`config.mk`:
```
export PLATFORM = sky130hd
export DESIGN_NAME = bfs_top
export DESIGN_NICKNAME = d
export VERILOG_FILES = /design/src/inc/bfs_pkg.sv /design/src/rtl/bfs_top.sv
export VERILOG_INCLUDE_DIRS = /design/src /design/src/inc
export SDC_FILE = /design/constraint.sdc
export NUM_CORES = 2
export LEC_CHECK = 0
export ABC_AREA = 1
export BUFFER_PORTS_ARGS = -buffer_cell sky130_fd_sc_hd__buf_2
export CAP_MARGIN = 20
export CORE_MARGIN = 4
export CORE_UTILIZATION = 50
export CTS_BUF_LIST = sky130_fd_sc_hd__clkbuf_8
export DETAILED_ROUTE_END_ITERATION = 12
export GPL_TIMING_DRIVEN = 1
export PLACE_DENSITY = 0.75
export SLEW_MARGIN = 15
export SYNTH_ARGS = -nofsm -noshare
export SYNTH_HDL_FRONTEND = slang
export SYNTH_HIERARCHICAL = 1
export SYNTH_SLANG_ARGS = --single-unit
```
`constraint.sdc`:
```
create_clock -name clk_i -period 15.84 [get_ports clk_i]
set_input_delay 0.792 -clock clk_i [delete_from_list [all_inputs] [get_ports clk_i]]
set_output_delay 0.792 -clock clk_i [all_outputs]
set_load 0.05 [all_outputs]
```
`src/inc/bfs_defs.svh`:
```
// Constants for the two-direction FIFO pair with port B bus sizing
`ifndef BFS_DEFS_SVH
`define BFS_DEFS_SVH

`define BFS_DEPTH        32
`define BFS_AE_LEVEL     8
`define BFS_AF_LEVEL     8
`define BFS_LONG_BITS    36
`define BFS_BYTE_BITS    9
`define BFS_WORD_BITS    18

// Port B width codes {width_sel1, width_sel0}
`define BFS_SIZ_LONG     2'h0
`define BFS_SIZ_BYTE     2'h1
`define BFS_SIZ_WORD     2'h2
`define BFS_SIZ_MAIL     2'h3

// Last piece index of a long word per width
`define BFS_LAST_LONG    2'h0
`define BFS_LAST_WORD    2'h1
`define BFS_LAST_BYTE    2'h3

// Swap codes {swap_sel1, swap_sel0}
`define BFS_SWAP_LL      2'h0
`define BFS_SWAP_LH      2'h1
`define BFS_SWAP_HL      2'h2
`define BFS_SWAP_HH      2'h3

// Flag values held in reset
`define BFS_RST_EMPTY_N  1'h0
`define BFS_RST_FULL_N   1'h1

`endif

```
`src/inc/bfs_pkg.sv`:
```
// Types shared by the FIFO pair
package bfs_pkg;

  typedef struct packed {
    logic        cs_n;
    logic        wnr;
    logic        mb;
    logic [35:0] data;
  } bfs_a_pins_s;

  typedef struct packed {
    logic        cs_n;
    logic        wnr;
    logic        mb;
    logic [1:0]  siz;
    logic [1:0]  swap;
    logic        big;
    logic [35:0] data;
  } bfs_b_pins_s;

  typedef struct packed {
    logic empty_n;
    logic almost_empty_n;
    logic full_n;
    logic almost_full_n;
  } bfs_flags_s;

endpackage : bfs_pkg

```
`src/rtl/bfs_top.sv`:
```
// FIFO pair with port B sizing, byte swapping and per-port flags
`timescale 1ns/100ps
`include "bfs_defs.svh"

////////////////////////////////////////////////////////////////////////////////
module bfs_fifo #(
  parameter int WIDTH = `BFS_LONG_BITS,
  parameter int DEPTH = `BFS_DEPTH,
  parameter int PW    = $clog2(DEPTH) + 1
) (
  input  wire logic             clk_i,
  input  wire logic             rst_n_i,
  input  wire logic             push_valid_i,
  output      logic             push_ready_o,
  input  wire logic [WIDTH-1:0] push_data_i,
  output      logic             pop_valid_o,
  input  wire logic             pop_ready_i,
  output      logic [WIDTH-1:0] pop_data_o,
  output      logic [PW-1:0]    wr_ptr_o,
  output      logic [PW-1:0]    rd_ptr_o
);
  logic [WIDTH-1:0] mem [DEPTH];
  logic [PW-1:0]    wp;
  logic [PW-1:0]    rp;
  logic [PW-1:0]    next_wp;
  logic [PW-1:0]    next_rp;
  logic             do_push;
  logic             do_pop;

  assign push_ready_o = (PW'(wp - rp) != PW'(DEPTH));
  assign pop_valid_o  = (wp != rp);
  assign do_push      = push_valid_i & push_ready_o;
  assign do_pop       = pop_ready_i & pop_valid_o;
  assign pop_data_o   = mem[rp[PW-2:0]];
  assign wr_ptr_o     = wp;
  assign rd_ptr_o     = rp;

  always_comb
  begin
    next_wp = do_push ? PW'(wp + 1'b1) : wp;
    next_rp = do_pop ? PW'(rp + 1'b1) : rp;
    if (!rst_n_i)
    begin
      next_wp = '0;
      next_rp = '0;
    end
  end

  always_ff @(posedge clk_i)
  begin
    wp <= next_wp;
    rp <= next_rp;
    if (do_push)
      mem[wp[PW-2:0]] <= push_data_i;
  end
endmodule : bfs_fifo

////////////////////////////////////////////////////////////////////////////////
// Contract
// - Big-endian byte reads follow swap order top
// - Little-endian byte reads follow swap order bottom
// - Port B empty rises after FIFO1 write
// - Port A empty rises after completed FIFO2 word
// - Port A full rises after FIFO1 word freed
// - Port B full rises after FIFO2 space freed
// - Port B almost-empty rises above FIFO1 threshold
// - Port A almost-empty rises above FIFO2 threshold
// - Port A almost-full rises below FIFO1 threshold
// - Port B almost-full rises below FIFO2 threshold
// - Both width selects low means long word
// - Port B empty falls on last piece
// - Port B full falls on completing piece
// - Port B almost-empty falls on last piece
// - Port A flags timed from final piece
// - FIFO1 write/read select decoding
// - FIFO2 write/read select decoding
// - Unselected byte lanes hold last output data
module bfs_top
  import bfs_pkg::*;
#(
  parameter int DEPTH  = `BFS_DEPTH,
  parameter int AE_LVL = `BFS_AE_LEVEL,
  parameter int AF_LVL = `BFS_AF_LEVEL
) (
  input  wire logic        clk_i,
  input  wire logic        rst_n_i,
  input  wire logic        side_a_clock_i,
  input  wire logic        side_b_clock_i,
  input  wire logic        a_chip_sel_n_i,
  input  wire logic        a_write_not_read_i,
  input  wire logic        a_mailbox_sel_i,
  input  wire logic [35:0] a_data_i,
  output      logic [35:0] a_data_o,
  input  wire logic        b_chip_sel_n_i,
  input  wire logic        b_write_not_read_i,
  input  wire logic        b_mailbox_sel_i,
  input  wire logic        b_width_sel0_i,
  input  wire logic        b_width_sel1_i,
  input  wire logic        swap_sel0_i,
  input  wire logic        swap_sel1_i,
  input  wire logic        b_big_endian_i,
  input  wire logic [35:0] b_data_i,
  output      logic [35:0] b_data_o,
  output      logic        a_empty_n_o,
  output      logic        a_almost_empty_n_o,
  output      logic        a_full_n_o,
  output      logic        a_almost_full_n_o,
  output      logic        b_empty_n_o,
  output      logic        b_almost_empty_n_o,
  output      logic        b_full_n_o,
  output      logic        b_almost_full_n_o
);
  localparam int PW = $clog2(DEPTH) + 1;

  function automatic logic [35:0] bfs_swap(input logic [35:0] w, input logic [1:0] code);
    logic [35:0] r;
    r = w;
    case (code)
      `BFS_SWAP_LH: r = {w[8:0], w[17:9], w[26:18], w[35:27]};
      `BFS_SWAP_HL: r = {w[17:0], w[35:18]};
      `BFS_SWAP_HH: r = {w[26:18], w[35:27], w[8:0], w[17:9]};
      default:      r = w;
    endcase
    return r;
  endfunction : bfs_swap

  //////////////////////////////////////////////////////////////////////////////
  // Port clock sampling and edge detection
  logic [1:0] ck_raw;
  logic [1:0] edge_p;
  logic [1:0] edge_d;

  assign ck_raw = {side_b_clock_i, side_a_clock_i};

  for (genvar g = 0; g < 2; g++)
  begin : g_ck
    logic [2:0] sync;
    logic       lvl;
    logic       dly;
    logic [2:0] next_sync;
    logic       next_lvl;
    logic       next_dly;

    always_comb
    begin
      next_sync = {sync[1:0], ck_raw[g]};
      next_lvl  = (sync[1] == sync[2]) ? sync[1] : lvl;
      next_dly  = next_lvl & ~lvl;
      if (!rst_n_i)
      begin
        next_sync = '0;
        next_lvl  = 1'b0;
        next_dly  = 1'b0;
      end
    end

    always_ff @(posedge clk_i)
    begin
      sync <= next_sync;
      lvl  <= next_lvl;
      dly  <= next_dly;
    end

    assign edge_p[g] = rst_n_i & (sync[1] == sync[2]) & sync[1] & ~lvl;
    assign edge_d[g] = dly;
  end

  //////////////////////////////////////////////////////////////////////////////
  // Pin sampling, aligned with the clock path
  bfs_a_pins_s       a_raw;
  bfs_b_pins_s       b_raw;
  bfs_a_pins_s [2:0] a_pipe;
  bfs_b_pins_s [2:0] b_pipe;
  bfs_a_pins_s [2:0] next_a_pipe;
  bfs_b_pins_s [2:0] next_b_pipe;
  bfs_a_pins_s       a_in;
  bfs_b_pins_s       b_in;

  assign a_raw = '{cs_n: a_chip_sel_n_i, wnr: a_write_not_read_i, mb: a_mailbox_sel_i, data: a_data_i};
  assign b_raw = '{cs_n: b_chip_sel_n_i, wnr: b_write_not_read_i, mb: b_mailbox_sel_i,
                   siz: {b_width_sel1_i, b_width_sel0_i}, swap: {swap_sel1_i, swap_sel0_i},
                   big: b_big_endian_i, data: b_data_i};

  always_comb
  begin
    next_a_pipe = {a_pipe[1:0], a_raw};
    next_b_pipe = {b_pipe[1:0], b_raw};
    if (!rst_n_i)
    begin
      next_a_pipe = '0;
      next_b_pipe = '0;
    end
  end

  always_ff @(posedge clk_i)
  begin
    a_pipe <= next_a_pipe;
    b_pipe <= next_b_pipe;
  end

  assign a_in = a_pipe[2];
  assign b_in = b_pipe[2];

  //////////////////////////////////////////////////////////////////////////////
  // Access decoding
  bfs_flags_s a_flg;
  bfs_flags_s b_flg;
  logic       b_mail;
  logic [1:0] b_last;
  logic       a_wr1;
  logic       a_rd2;
  logic       b_rd1;
  logic       b_wr2;
  logic       f1_push_ready;
  logic       f1_pop_valid;
  logic       f2_push_ready;
  logic       f2_pop_valid;

  assign b_mail = (b_in.siz == `BFS_SIZ_MAIL);
  assign b_last = (b_in.siz == `BFS_SIZ_LONG) ? `BFS_LAST_LONG :
                  (b_in.siz == `BFS_SIZ_WORD) ? `BFS_LAST_WORD : `BFS_LAST_BYTE;

  assign a_wr1 = edge_p[0] & ~a_in.cs_n & a_in.wnr & ~a_in.mb & a_flg.full_n & f1_push_ready;
  assign a_rd2 = edge_p[0] & ~a_in.cs_n & ~a_in.wnr & ~a_in.mb & a_flg.empty_n & f2_pop_valid;
  assign b_rd1 = edge_p[1] & ~b_in.cs_n & ~b_in.wnr & ~b_in.mb & ~b_mail
                 & b_flg.empty_n & f1_pop_valid;
  assign b_wr2 = edge_p[1] & ~b_in.cs_n & b_in.wnr & ~b_in.mb & ~b_mail
                 & b_flg.full_n & f2_push_ready;

  //////////////////////////////////////////////////////////////////////////////
  // Storage
  logic [35:0]   f1_head;
  logic [35:0]   f2_head;
  logic [35:0]   f2_push_data;
  logic          b_rd_done;
  logic          b_wr_done;
  logic [PW-1:0] f1_wp;
  logic [PW-1:0] f1_rp;
  logic [PW-1:0] f2_wp;
  logic [PW-1:0] f2_rp;

  bfs_fifo #(.WIDTH(`BFS_LONG_BITS), .DEPTH(DEPTH), .PW(PW)) u_fifo1 (
    .clk_i        (clk_i),
    .rst_n_i      (rst_n_i),
    .push_valid_i (a_wr1),
    .push_ready_o (f1_push_ready),
    .push_data_i  (a_in.data),
    .pop_valid_o  (f1_pop_valid),
    .pop_ready_i  (b_rd_done),
    .pop_data_o   (f1_head),
    .wr_ptr_o     (f1_wp),
    .rd_ptr_o     (f1_rp)
  );

  bfs_fifo #(.WIDTH(`BFS_LONG_BITS), .DEPTH(DEPTH), .PW(PW)) u_fifo2 (
    .clk_i        (clk_i),
    .rst_n_i      (rst_n_i),
    .push_valid_i (b_wr_done),
    .push_ready_o (f2_push_ready),
    .push_data_i  (f2_push_data),
    .pop_valid_o  (f2_pop_valid),
    .pop_ready_i  (a_rd2),
    .pop_data_o   (f2_head),
    .wr_ptr_o     (f2_wp),
    .rd_ptr_o     (f2_rp)
  );

  //////////////////////////////////////////////////////////////////////////////
  // Port B piece sequencing, lane steering and assembly
  logic [1:0]  rd_idx;
  logic [1:0]  wr_idx;
  logic [35:0] asm_word;
  logic [1:0]  next_rd_idx;
  logic [1:0]  next_wr_idx;
  logic [35:0] next_asm;
  logic [35:0] next_b_data;
  logic [35:0] next_a_data;
  logic [35:0] rd_sw;
  logic [1:0]  rd_k;
  logic [1:0]  wr_k;
  logic [8:0]  wr_byte;
  logic [17:0] wr_half;

  assign b_rd_done    = b_rd1 & (rd_idx == b_last);
  assign b_wr_done    = b_wr2 & (wr_idx == b_last);
  assign rd_sw        = bfs_swap(f1_head, b_in.swap);
  assign f2_push_data = bfs_swap(next_asm, b_in.swap);

  always_comb
  begin
    next_rd_idx = rd_idx;
    next_wr_idx = wr_idx;
    next_asm    = asm_word;
    next_b_data = b_data_o;
    next_a_data = a_rd2 ? f2_head : a_data_o;
    rd_k        = b_in.big ? rd_idx : 2'(b_last - rd_idx);
    wr_k        = b_in.big ? wr_idx : 2'(b_last - wr_idx);
    wr_byte     = b_in.big ? b_in.data[35:27] : b_in.data[8:0];
    wr_half     = b_in.big ? b_in.data[35:18] : b_in.data[17:0];
    if (b_rd1)
    begin
      next_rd_idx = b_rd_done ? 2'h0 : 2'(rd_idx + 1'b1);
      case (b_in.siz)
        `BFS_SIZ_WORD:
        begin
          if (b_in.big)
            next_b_data[35:18] = rd_k[0] ? rd_sw[17:0] : rd_sw[35:18];
          else
            next_b_data[17:0]  = rd_k[0] ? rd_sw[17:0] : rd_sw[35:18];
        end
        `BFS_SIZ_BYTE:
        begin
          if (b_in.big)
            next_b_data[35:27] = rd_sw[35 - 9 * rd_k -: 9];
          else
            next_b_data[8:0]   = rd_sw[35 - 9 * rd_k -: 9];
        end
        default: next_b_data = rd_sw;
      endcase
    end
    if (b_wr2)
    begin
      next_wr_idx = b_wr_done ? 2'h0 : 2'(wr_idx + 1'b1);
      case (b_in.siz)
        `BFS_SIZ_WORD:
        begin
          if (wr_k[0])
            next_asm[17:0]  = wr_half;
          else
            next_asm[35:18] = wr_half;
        end
        `BFS_SIZ_BYTE: next_asm[35 - 9 * wr_k -: 9] = wr_byte;
        default:       next_asm = b_in.data;
      endcase
    end
    if (!rst_n_i)
    begin
      next_rd_idx = '0;
      next_wr_idx = '0;
      next_asm    = '0;
      next_b_data = '0;
      next_a_data = '0;
    end
  end

  always_ff @(posedge clk_i)
  begin
    rd_idx   <= next_rd_idx;
    wr_idx   <= next_wr_idx;
    asm_word <= next_asm;
    b_data_o <= next_b_data;
    a_data_o <= next_a_data;
  end

  //////////////////////////////////////////////////////////////////////////////
  // Flags: far pointer staged on own edge, then compared
  logic [PW-1:0] a_s_rp1;
  logic [PW-1:0] a_s_wp2;
  logic [PW-1:0] b_s_wp1;
  logic [PW-1:0] b_s_rp2;
  logic [PW-1:0] next_a_s_rp1;
  logic [PW-1:0] next_a_s_wp2;
  logic [PW-1:0] next_b_s_wp1;
  logic [PW-1:0] next_b_s_rp2;
  bfs_flags_s    next_a_flg;
  bfs_flags_s    next_b_flg;
  logic [PW-1:0] a_lvl1;
  logic [PW-1:0] a_lvl2;
  logic [PW-1:0] b_lvl1;
  logic [PW-1:0] b_lvl2;

  assign a_lvl1 = PW'(f1_wp - a_s_rp1);
  assign a_lvl2 = PW'(a_s_wp2 - f2_rp);
  assign b_lvl1 = PW'(b_s_wp1 - f1_rp);
  assign b_lvl2 = PW'(f2_wp - b_s_rp2);

  always_comb
  begin
    next_a_s_rp1 = a_s_rp1;
    next_a_s_wp2 = a_s_wp2;
    next_b_s_wp1 = b_s_wp1;
    next_b_s_rp2 = b_s_rp2;
    next_a_flg   = a_flg;
    next_b_flg   = b_flg;
    if (edge_d[0])
    begin
      next_a_s_rp1             = f1_rp;
      next_a_s_wp2             = f2_wp;
      next_a_flg.empty_n       = (a_lvl2 != '0);
      next_a_flg.almost_empty_n = (a_lvl2 > PW'(AE_LVL));
      next_a_flg.full_n        = (a_lvl1 < PW'(DEPTH));
      next_a_flg.almost_full_n = (a_lvl1 < PW'(DEPTH - AF_LVL));
    end
    if (edge_d[1])
    begin
      next_b_s_wp1             = f1_wp;
      next_b_s_rp2             = f2_rp;
      next_b_flg.empty_n       = (b_lvl1 != '0);
      next_b_flg.almost_empty_n = (b_lvl1 > PW'(AE_LVL));
      next_b_flg.full_n        = (b_lvl2 < PW'(DEPTH));
      next_b_flg.almost_full_n = (b_lvl2 < PW'(DEPTH - AF_LVL));
    end
    if (!rst_n_i)
    begin
      next_a_s_rp1 = '0;
      next_a_s_wp2 = '0;
      next_b_s_wp1 = '0;
      next_b_s_rp2 = '0;
      next_a_flg   = '{`BFS_RST_EMPTY_N, `BFS_RST_EMPTY_N, `BFS_RST_FULL_N, `BFS_RST_FULL_N};
      next_b_flg   = '{`BFS_RST_EMPTY_N, `BFS_RST_EMPTY_N, `BFS_RST_FULL_N, `BFS_RST_FULL_N};
    end
  end

  always_ff @(posedge clk_i)
  begin
    a_s_rp1 <= next_a_s_rp1;
    a_s_wp2 <= next_a_s_wp2;
    b_s_wp1 <= next_b_s_wp1;
    b_s_rp2 <= next_b_s_rp2;
    a_flg   <= next_a_flg;
    b_flg   <= next_b_flg;
  end

  assign a_empty_n_o        = a_flg.empty_n;
  assign a_almost_empty_n_o = a_flg.almost_empty_n;
  assign a_full_n_o         = a_flg.full_n;
  assign a_almost_full_n_o  = a_flg.almost_full_n;
  assign b_empty_n_o        = b_flg.empty_n;
  assign b_almost_empty_n_o = b_flg.almost_empty_n;
  assign b_full_n_o         = b_flg.full_n;
  assign b_almost_full_n_o  = b_flg.almost_full_n;
endmodule : bfs_top

```
### Word level (Yosys, flattened, before mapping)

Memories as Yosys holds them, arrays and structs flattened. A register that Yosys moved wholly into a read port is not among the register bits.
Cells that the tools add are included.

| cells by class | value |
|---|---|
| multiply operators | 2 |
| shifts and indexed selects | 3 |
| $lt $le $gt $ge | 6 |
| bitwise logic cells | 44 |
| add/sub/neg operators | 17 |
| mux-type cells | 32 |
| equality and inequality tests | 18 |
| reductions and logical operators | 8 |

Operators with widths:

| kind | count |
|---|---|
| case mux 36 bit (3 select lines) | 2 |
| two-way mux 18 bit | 6 |
| two-way mux 36 bit | 2 |
| case mux 36 bit (2 select lines) | 1 |
| variable shift 9 x 34 -> 44 bit, first input constant | 1 |
| variable part select 44 x 33 -> 9 bit | 1 |
| variable part select 9 x 34 -> 44 bit | 1 |
| bitwise mux 36 bit | 1 |
| case mux 18 bit (2 select lines) | 1 |
| case mux 9 bit (2 select lines) | 2 |
| subtractor 6 bit | 6 |
| bitwise AND 1 bit | 34 |
| negation 32 -> 34 bit | 1 |
| two-way mux 9 bit | 3 |
| adder 6 x 1 -> 6 bit, second input constant | 4 |
| subtractor 6 x 6 -> 7 bit, first input constant | 2 |
| > comparator 6 x 4 -> 1 bit, second input constant | 2 |
| < comparator 6 x 5 -> 1 bit, second input constant | 2 |
| < comparator 6 bit, second input constant | 2 |
| multiplier 4 x 2 -> 6 bit, first input constant | 2 |
| two-way mux 2 bit | 6 |
| != test 6 bit | 2 |
| != test 6 bit, second input constant | 2 |
| AND reduction 3 bit | 4 |
| 13 further kinds | 40 |

| storage, ports and cells | value |
|---|---|
| memories kept | 2 |
| memory bits (writable) | 2304 |
| output and inout port bits | 80 |
| register bits after elaboration | 391 |
| logic and storage cells | 194 |
| input port bits | 87 |

Memories:

| name | depth | bits a word | rd ports | clocked after Yosys merged registers in | write ports | line | source |
|---|---|---|---|---|---|---|---|
| u_fifo1.mem | 32 | 36 | 1 | 1 | 1 | bfs_top.sv:22 | `logic [WIDTH-1:0] mem [DEPTH];` |
| u_fifo2.mem | 32 | 36 | 1 | 1 | 1 | bfs_top.sv:22 |  |

### Depth between registers and ports, before layout

| logic depth | value |
|---|---|
| depth in word-level cells | 14 |
| gate-level depth with buffers | 27 |
| depth with buffers taken out | 25 |

### Cells and area by module

Netlist, hierarchy kept.

Modules (own cells, without submodules):

| module | sequential area each (um^2) | area an instance (um^2) | cells each | times used |
|---|---|---|---|---|
| bfs_fifo | 34933.5 | 46736.1 | 3379 | 2 |
| bfs_top | 8067.7 | 20035.5 | 3037 | 1 |

### Worst setup path after synthesis

No wires, ideal clock.

| path | value |
|---|---|
| path type | reg2reg |
| from | register u_fifo2.rp[3] (netlist: u_fifo2/rd_ptr_o[3]) |
| to | memory u_fifo2/mem[0][0] (netlist name), enable pin |
| library setup time | 0.429 ns |
| required time | 15.411 ns |
| stages on the path, launching flop included | 23 |
| data arrival time | 4.547 ns |
| buffers on the path | 4 |
| clock period less this slack | 4.977 ns |
| slack | 10.863 ns |
| cells stage by stage | dfxtp_1 -> inv_1 -> ha_1 -> nand2_1 -> inv_1 -> nand3_1 -> nand2_1 -> nand2_1 -> nand2_1 -> inv_1 -> nand2_1 -> buf_2 -> nand3_1 -> nor2_1 -> and2_1 -> clkbuf_1 -> clkbuf_1 -> buf_2 -> nand3_1 -> inv_1 -> a21boi_2 -> nand2_1 -> nor2_1 |

| between the ends | value |
|---|---|
| cells in the longest elaborated chain, start to end | 7 |

RTL lines:

| what | line | source |
|---|---|---|
| start: declaration | bfs_top.sv:24 | `logic [PW-1:0] rp;` |
| start signal: assignment | bfs_top.sv:52 | `rp <= next_rp;` |
| subtractor 6 bit | bfs_top.sv:30 | `assign push_ready_o = (PW'(wp - rp) != PW'(DEPTH));` |
| != test 6 bit | bfs_top.sv:30 |  |
| via f2_push_ready | bfs_top.sv:216 | `logic f2_push_ready;` |
| bitwise AND 1 bit | bfs_top.sv:228 | `& b_flg.full_n & f2_push_ready;` |
| bitwise AND 1 bit | bfs_top.sv:285 | `assign b_wr_done = b_wr2 & (wr_idx == b_last);` |
| via b_wr_done | bfs_top.sv:236 | `logic b_wr_done;` |
| bitwise AND 1 bit | bfs_top.sv:32 | `assign do_push = push_valid_i & push_ready_o;` |
| two-way mux 1 bit | bfs_top.sv:53 | `if (do_push)` |
| two-way mux 1 bit (not written as such) | bfs_top.sv:54 | `mem[wp[PW-2:0]] <= push_data_i;` |
| end: declaration | bfs_top.sv:22 |  |

The timed path passes the listed nets, and every way through them passes these cells.

### Worst setup path in the final report

| path | value |
|---|---|
| from | register b_pipe (netlist bit b_in[39]) |
| to | memory u_fifo2/mem[25][4] (netlist name), data pin |

| between the ends | value |
|---|---|
| cells in the longest elaborated chain, start to end | 14 |
| elaborated cells on any way between the ends | 24 |
| classes of those cells | add/sub: 3; mul: 1; eq/ne: 3; shift: 2; mux: 10; bitwise: 4; reduce/logical: 1 |

RTL lines:

| what | line | source |
|---|---|---|
| start: declaration | bfs_top.sv:173 | `bfs_b_pins_s [2:0] b_pipe;` |
| start signal: assignment | bfs_top.sv:198 | `b_pipe <= next_b_pipe;` |
| == test 2 bit | bfs_top.sv:324 | `case (b_in.siz)` |
| two-way mux 2 bit (no source line) (2 in series) | n/a |  |
| subtractor 2 bit | bfs_top.sv:297 | `wr_k = b_in.big ? wr_idx : 2'(b_last - wr_idx);` |
| two-way mux 2 bit | bfs_top.sv:297 |  |
| multiplier 4 x 2 -> 6 bit | bfs_top.sv:332 | `` `BFS_SIZ_BYTE: next_asm[35 - 9 * wr_k -: 9] = wr_byte; `` |
| subtractor 6 x 6 -> 7 bit | bfs_top.sv:332 |  |
| negation 32 -> 34 bit | bfs_top.sv:332 |  |
| variable part select 9 x 34 -> 44 bit / variable shift 9 x 34 -> 44 bit (equally long branches) | bfs_top.sv:332 |  |
| bitwise mux 36 bit | bfs_top.sv:332 |  |
| case mux 36 bit (2 select lines) | bfs_top.sv:324 |  |
| two-way mux 36 bit (*) | bfs_top.sv:321 | `if (b_wr2)` |
| two-way mux 36 bit (*) | bfs_top.sv:336 | `if (!rst_n_i)` |
| case mux 36 bit (3 select lines) (*) | bfs_top.sv:118 | `case (code)` |
| via f2_push_data[4] | bfs_top.sv:234 | `logic [35:0] f2_push_data;` |

Mark *: on every way through the listed nets, which the timed path passes. The rest lies on a longest branch.

==> results by group <==
Die
  • Core Rows: around 170
  • Core region area: between 200000 and 250000 sq um
  • Die H: 484 um
  • Die area: ~230000 sq um
  • IO Count: around 170
  • Initial core utilization: 50.4%
  • Die X: approximately 480 um

CTS
  • Htree depth: 5
  • CTS tree: done
  • Worst skew pair latency: 1.14 ns
  • Clock-pin slew on the worst setup and hold paths: 0.06 ns
  • Resize count post-CTS: 0
  • Inserted Clock Buffers: roughly 430
  • Clock Tree Root: clkbuf_8
  • Clock buffer depth: 4
  • Clk sinks: 2741

STA
  • Slew @ Worst Pin: 1.18 ns
  • Setup TNS: 0 ns
  • RSZ-0062 raised after global routing: false
  • Final min period: 6.09 ns
  • Clock Skew: ~0.13 ns
  • Worst Setup Slack, final: about 9.7 ns
  • Tcrit/Tclk final: between 30% and 40%
  • Highest Clock Rate: 164 MHz
  • Worst slew margin: 21.3%
  • Final setup vio count: 0
  • Fin. Hold Viols: 0
  • Final Max Slew Viols: 0

Routing
  • Routed Antenna Nets: 0
  • Routed WL: 319000 um
  • Routed WL per cell: 24.0 um
  • Total number of vias: 80400
  • Starting DRT DRC Count: 11400
  • Via density: 6.04
  • First-pass DRT Iterations: 6
  • Number of remaining DRC errors: 0

Critical path
  • Critical path's most frequent cell: nand2_1
  • CP Class: reg -> reg
  • Largest stage delay, worst path: 0.75 ns
  • Crit end category: flop
  • Critical path peak fanout: 21
  • Startpoint types: flop
  • CP Data Required Time: 16.74 ns
  • Worst Path Arrival: 6.99 ns
  • Worst path cell trace: inv_1 -> ha_1 -> inv_2 -> nand2_1 -> nand2_1 -> nand3_1 -> nand3_1 -> nand2_1 -> inv_1 -> ha_1 -> clkinv_1 -> nor2_1 -> inv_1 -> a21oi_4 -> nand3_1 -> nand2_1 -> nand2_1 -> nand2_1 -> nand2_1 -> nand2_1 -> nand3_1 -> nand4_1 -> buf_6
  • Worst-path cell with the longest stage delay: ha_1

Global routing
  • First-pass GRT wire length: 475000 um
  • Initial antenna violation count: 6
  • GRT overflow: 0
  • Tot GR Track Use: 26.3%
  • Vias in the first global route: around 78000
  • Largest net degree at the start of global routing: 227

Yosys
  • Net Count, Synth: 9934
  • Synth unique cells: 52
  • Post-synth EDFFs: ~2300
  • Compound-cell area share of the yosys netlist: 13.4%
  • Yosys reg bits: approximately 2700
  • Mux cell area share after synthesis: 0%
  • Synthesized area: 114000 sq um
  • Top cells by area, synth: edfxtp_1, dfxtp_1, nand2_1
  • Yosys warnings: 6
  • Seq/Total Area, Yosys: between 60 and 70%
  • Top cell type's share of synthesized area: 61.0%
  • Synth Area per Inst: 11.6 sq um
  • Synth Area in Simple Gates: 12.4%
  • Largest family of logic cells by synthesized area: compound AO/OA/AOI/OAI gates
  • Predominant post-synthesis flop cell: edfxtp_1
  • Area leader, netlist: edfxtp_1
  • Post-Synth XOR/XNOR Area: less than 1%
  • Syn Inst Count: ~10000
  • Post-synth ARST share: 0%
  • Adder-Cell Fraction of Synth Area: less than 1%

Finish
  • Final Instance Area: 126000 sq um
  • Share of layout cells above drive strength 1: under 10%
  • Commonest cells after routing, fill and taps aside: edfxtp_1, nand2_1, nor2_1, o21ai_0, inv_1
  • P&R area growth vs syn: 10.7%
  • Commonest non-fill, non-tap cell in the layout: edfxtp_1
  • Final Util: between 50% and 60%
  • Final net count: 10100

Run status
  • Status: finished clean

Placed design
  • Pre-CTS setup slack: between 9 and 10 ns
  • Number of port buffers: approximately 170
  • RePlAce Congestion: 0.926
  • DP HPWL: between 150000 and 200000 um
  • Dpl cell area: 117000 sq um

Power
  • Leakage: 43.8 nW
  • Peak VDD IR: 0.102 mV
  • Pwr Density: between 100 and 150 nW/um^2

Worst hold path
  • Hold Crit Class: in -> reg

Flow run
  • MaxCap Viol Count: 0
==> per-layer routing <==
layer / up-vias / track usage [%] / wire, um
li1: 35600 / - / -
met1: 39300 / 36.7 / 126000
met2: 4782 / 40.3 / 144000
met3: 763 / 5.18 / 34700
met4: 0 / 11.5 / 14400
met5: - / 0 / 0
==> cells by family (layout without fill, tap and decap cells) <==
group | after synthesis | count (layout)
other | 0 | 4
adder cells (fa/ha/maj) | 52 | 52
XOR/XNOR | 21 | 21
buffers and inverters | 1217 | 1739
AO/OA/AOI/OAI | 2298 | 2298
AND/OR/NAND/NOR | 3466 | 3466
flip-flops | 2741 | 2741
==> final timing paths <==
path,start,endpoint,slack (ns),depth (start not counted)
hold reg to reg,b_pipe[58]$_SDFF_PN0_,b_in[14]$_SDFF_PN0_,0.35,2
setup / recovery,b_in[39]$_SDFF_PN0_,u_fifo2/mem[25][4]$_DFFE_PP_,9.75,23
hold / removal,rst_n_i,a_data_o[9]$_SDFFE_PN0P_,0.13,3
setup reg to reg,b_in[39]$_SDFF_PN0_,u_fifo2/mem[25][4]$_DFFE_PP_,9.75,23
==> state kept, by name (all words and copies together), names as in the netlist, 6 cells and up, named ones only <==
name / count
a_pipe: 78
u_fifo2/wr_ptr_o: 6
b_s_rp2: 6
b_pipe: 88
u_fifo1/rd_ptr_o: 6
asm_word: 36
u_fifo1/wr_ptr_o: 6
a_s_wp2: 6
g_ck.sync: 6
u_fifo1/mem: 1152
a_in: 39
u_fifo2/mem: 1152
b_s_wp1: 6
u_fifo2/rd_ptr_o: 6
a_s_rp1: 6
b_data_o: 36
b_in: 44
a_data_o: 36
==> critical path, delay by kind of cell, from the launching register on <==
kind / cells / cell delay, ns
AND/OR/NAND/NOR: 14 / 2.32
adder cells (fa/ha/maj): 2 / 1.48
buffers and inverters: 6 / 1.34
AO/OA/AOI/OAI: 1 / 0.43
flip-flops: 1 / 0.32
==> report_power, final <==
part | total (mW) | switching [mW] | internal [mW]
registers | 7.78 | 0.0282 | 7.75
logic | 0.257 | 0.179 | 0.0781
clock network | 5.62 | 2.67 | 2.95
total | 13.7 | 2.87 | 10.8
==> through the flow <==
stage | instances | power [mW] | hold slack [ns]
after floorplan | 9795 | 8.08 | 0.390
after global routing | 13300 | 14.1 | 0.116
after global placement | 12500 | 8.17 | 0.392
after CTS | 13300 | 13.7 | 0.0598
after detailed placement | 12500 | 8.17 | 0.395
final | 13300 | 13.7 | 0.133
==> repair_timing <==
item | CTS | global route
setup buffers | 0 | 0
hold buffers | 85 | 0
hold endpoints to repair | 85 | 0
==> synth_stat cells, drive strengths merged, types with 12 or more instances <==
| cell type | count |
|---|---|
| nor2 | 1363 |
| a21boi | 41 |
| o211ai | 17 |
| nand2 | 1378 |
| inv | 541 |
| a21oi | 271 |
| o21bai | 549 |
| xnor2 | 15 |
| or2 | 31 |
| a32oi | 16 |
| nand4 | 52 |
| dfxtp | 437 |
| edfxtp | 2304 |
| o21ai | 820 |
| ha | 52 |
| clkbuf | 319 |
| nor3 | 12 |
| buf | 345 |
| clkinv | 12 |
| nand3 | 609 |
| o221ai | 555 |
==> cell type report <==
class / instances / area, sq um
repair buffers: 421 / 3050
diodes: 4 / 10.0
fillers: 18000 / 99700
clock buffers: 474 / 6520
clock inverters: 291 / 1540
inverters: 553 / 2120
well taps: 2992 / 3740
multi-input cells: 5837 / 30700
flip-flops and latches: 2741 / 78000
(Power assumes the default switching activity.)
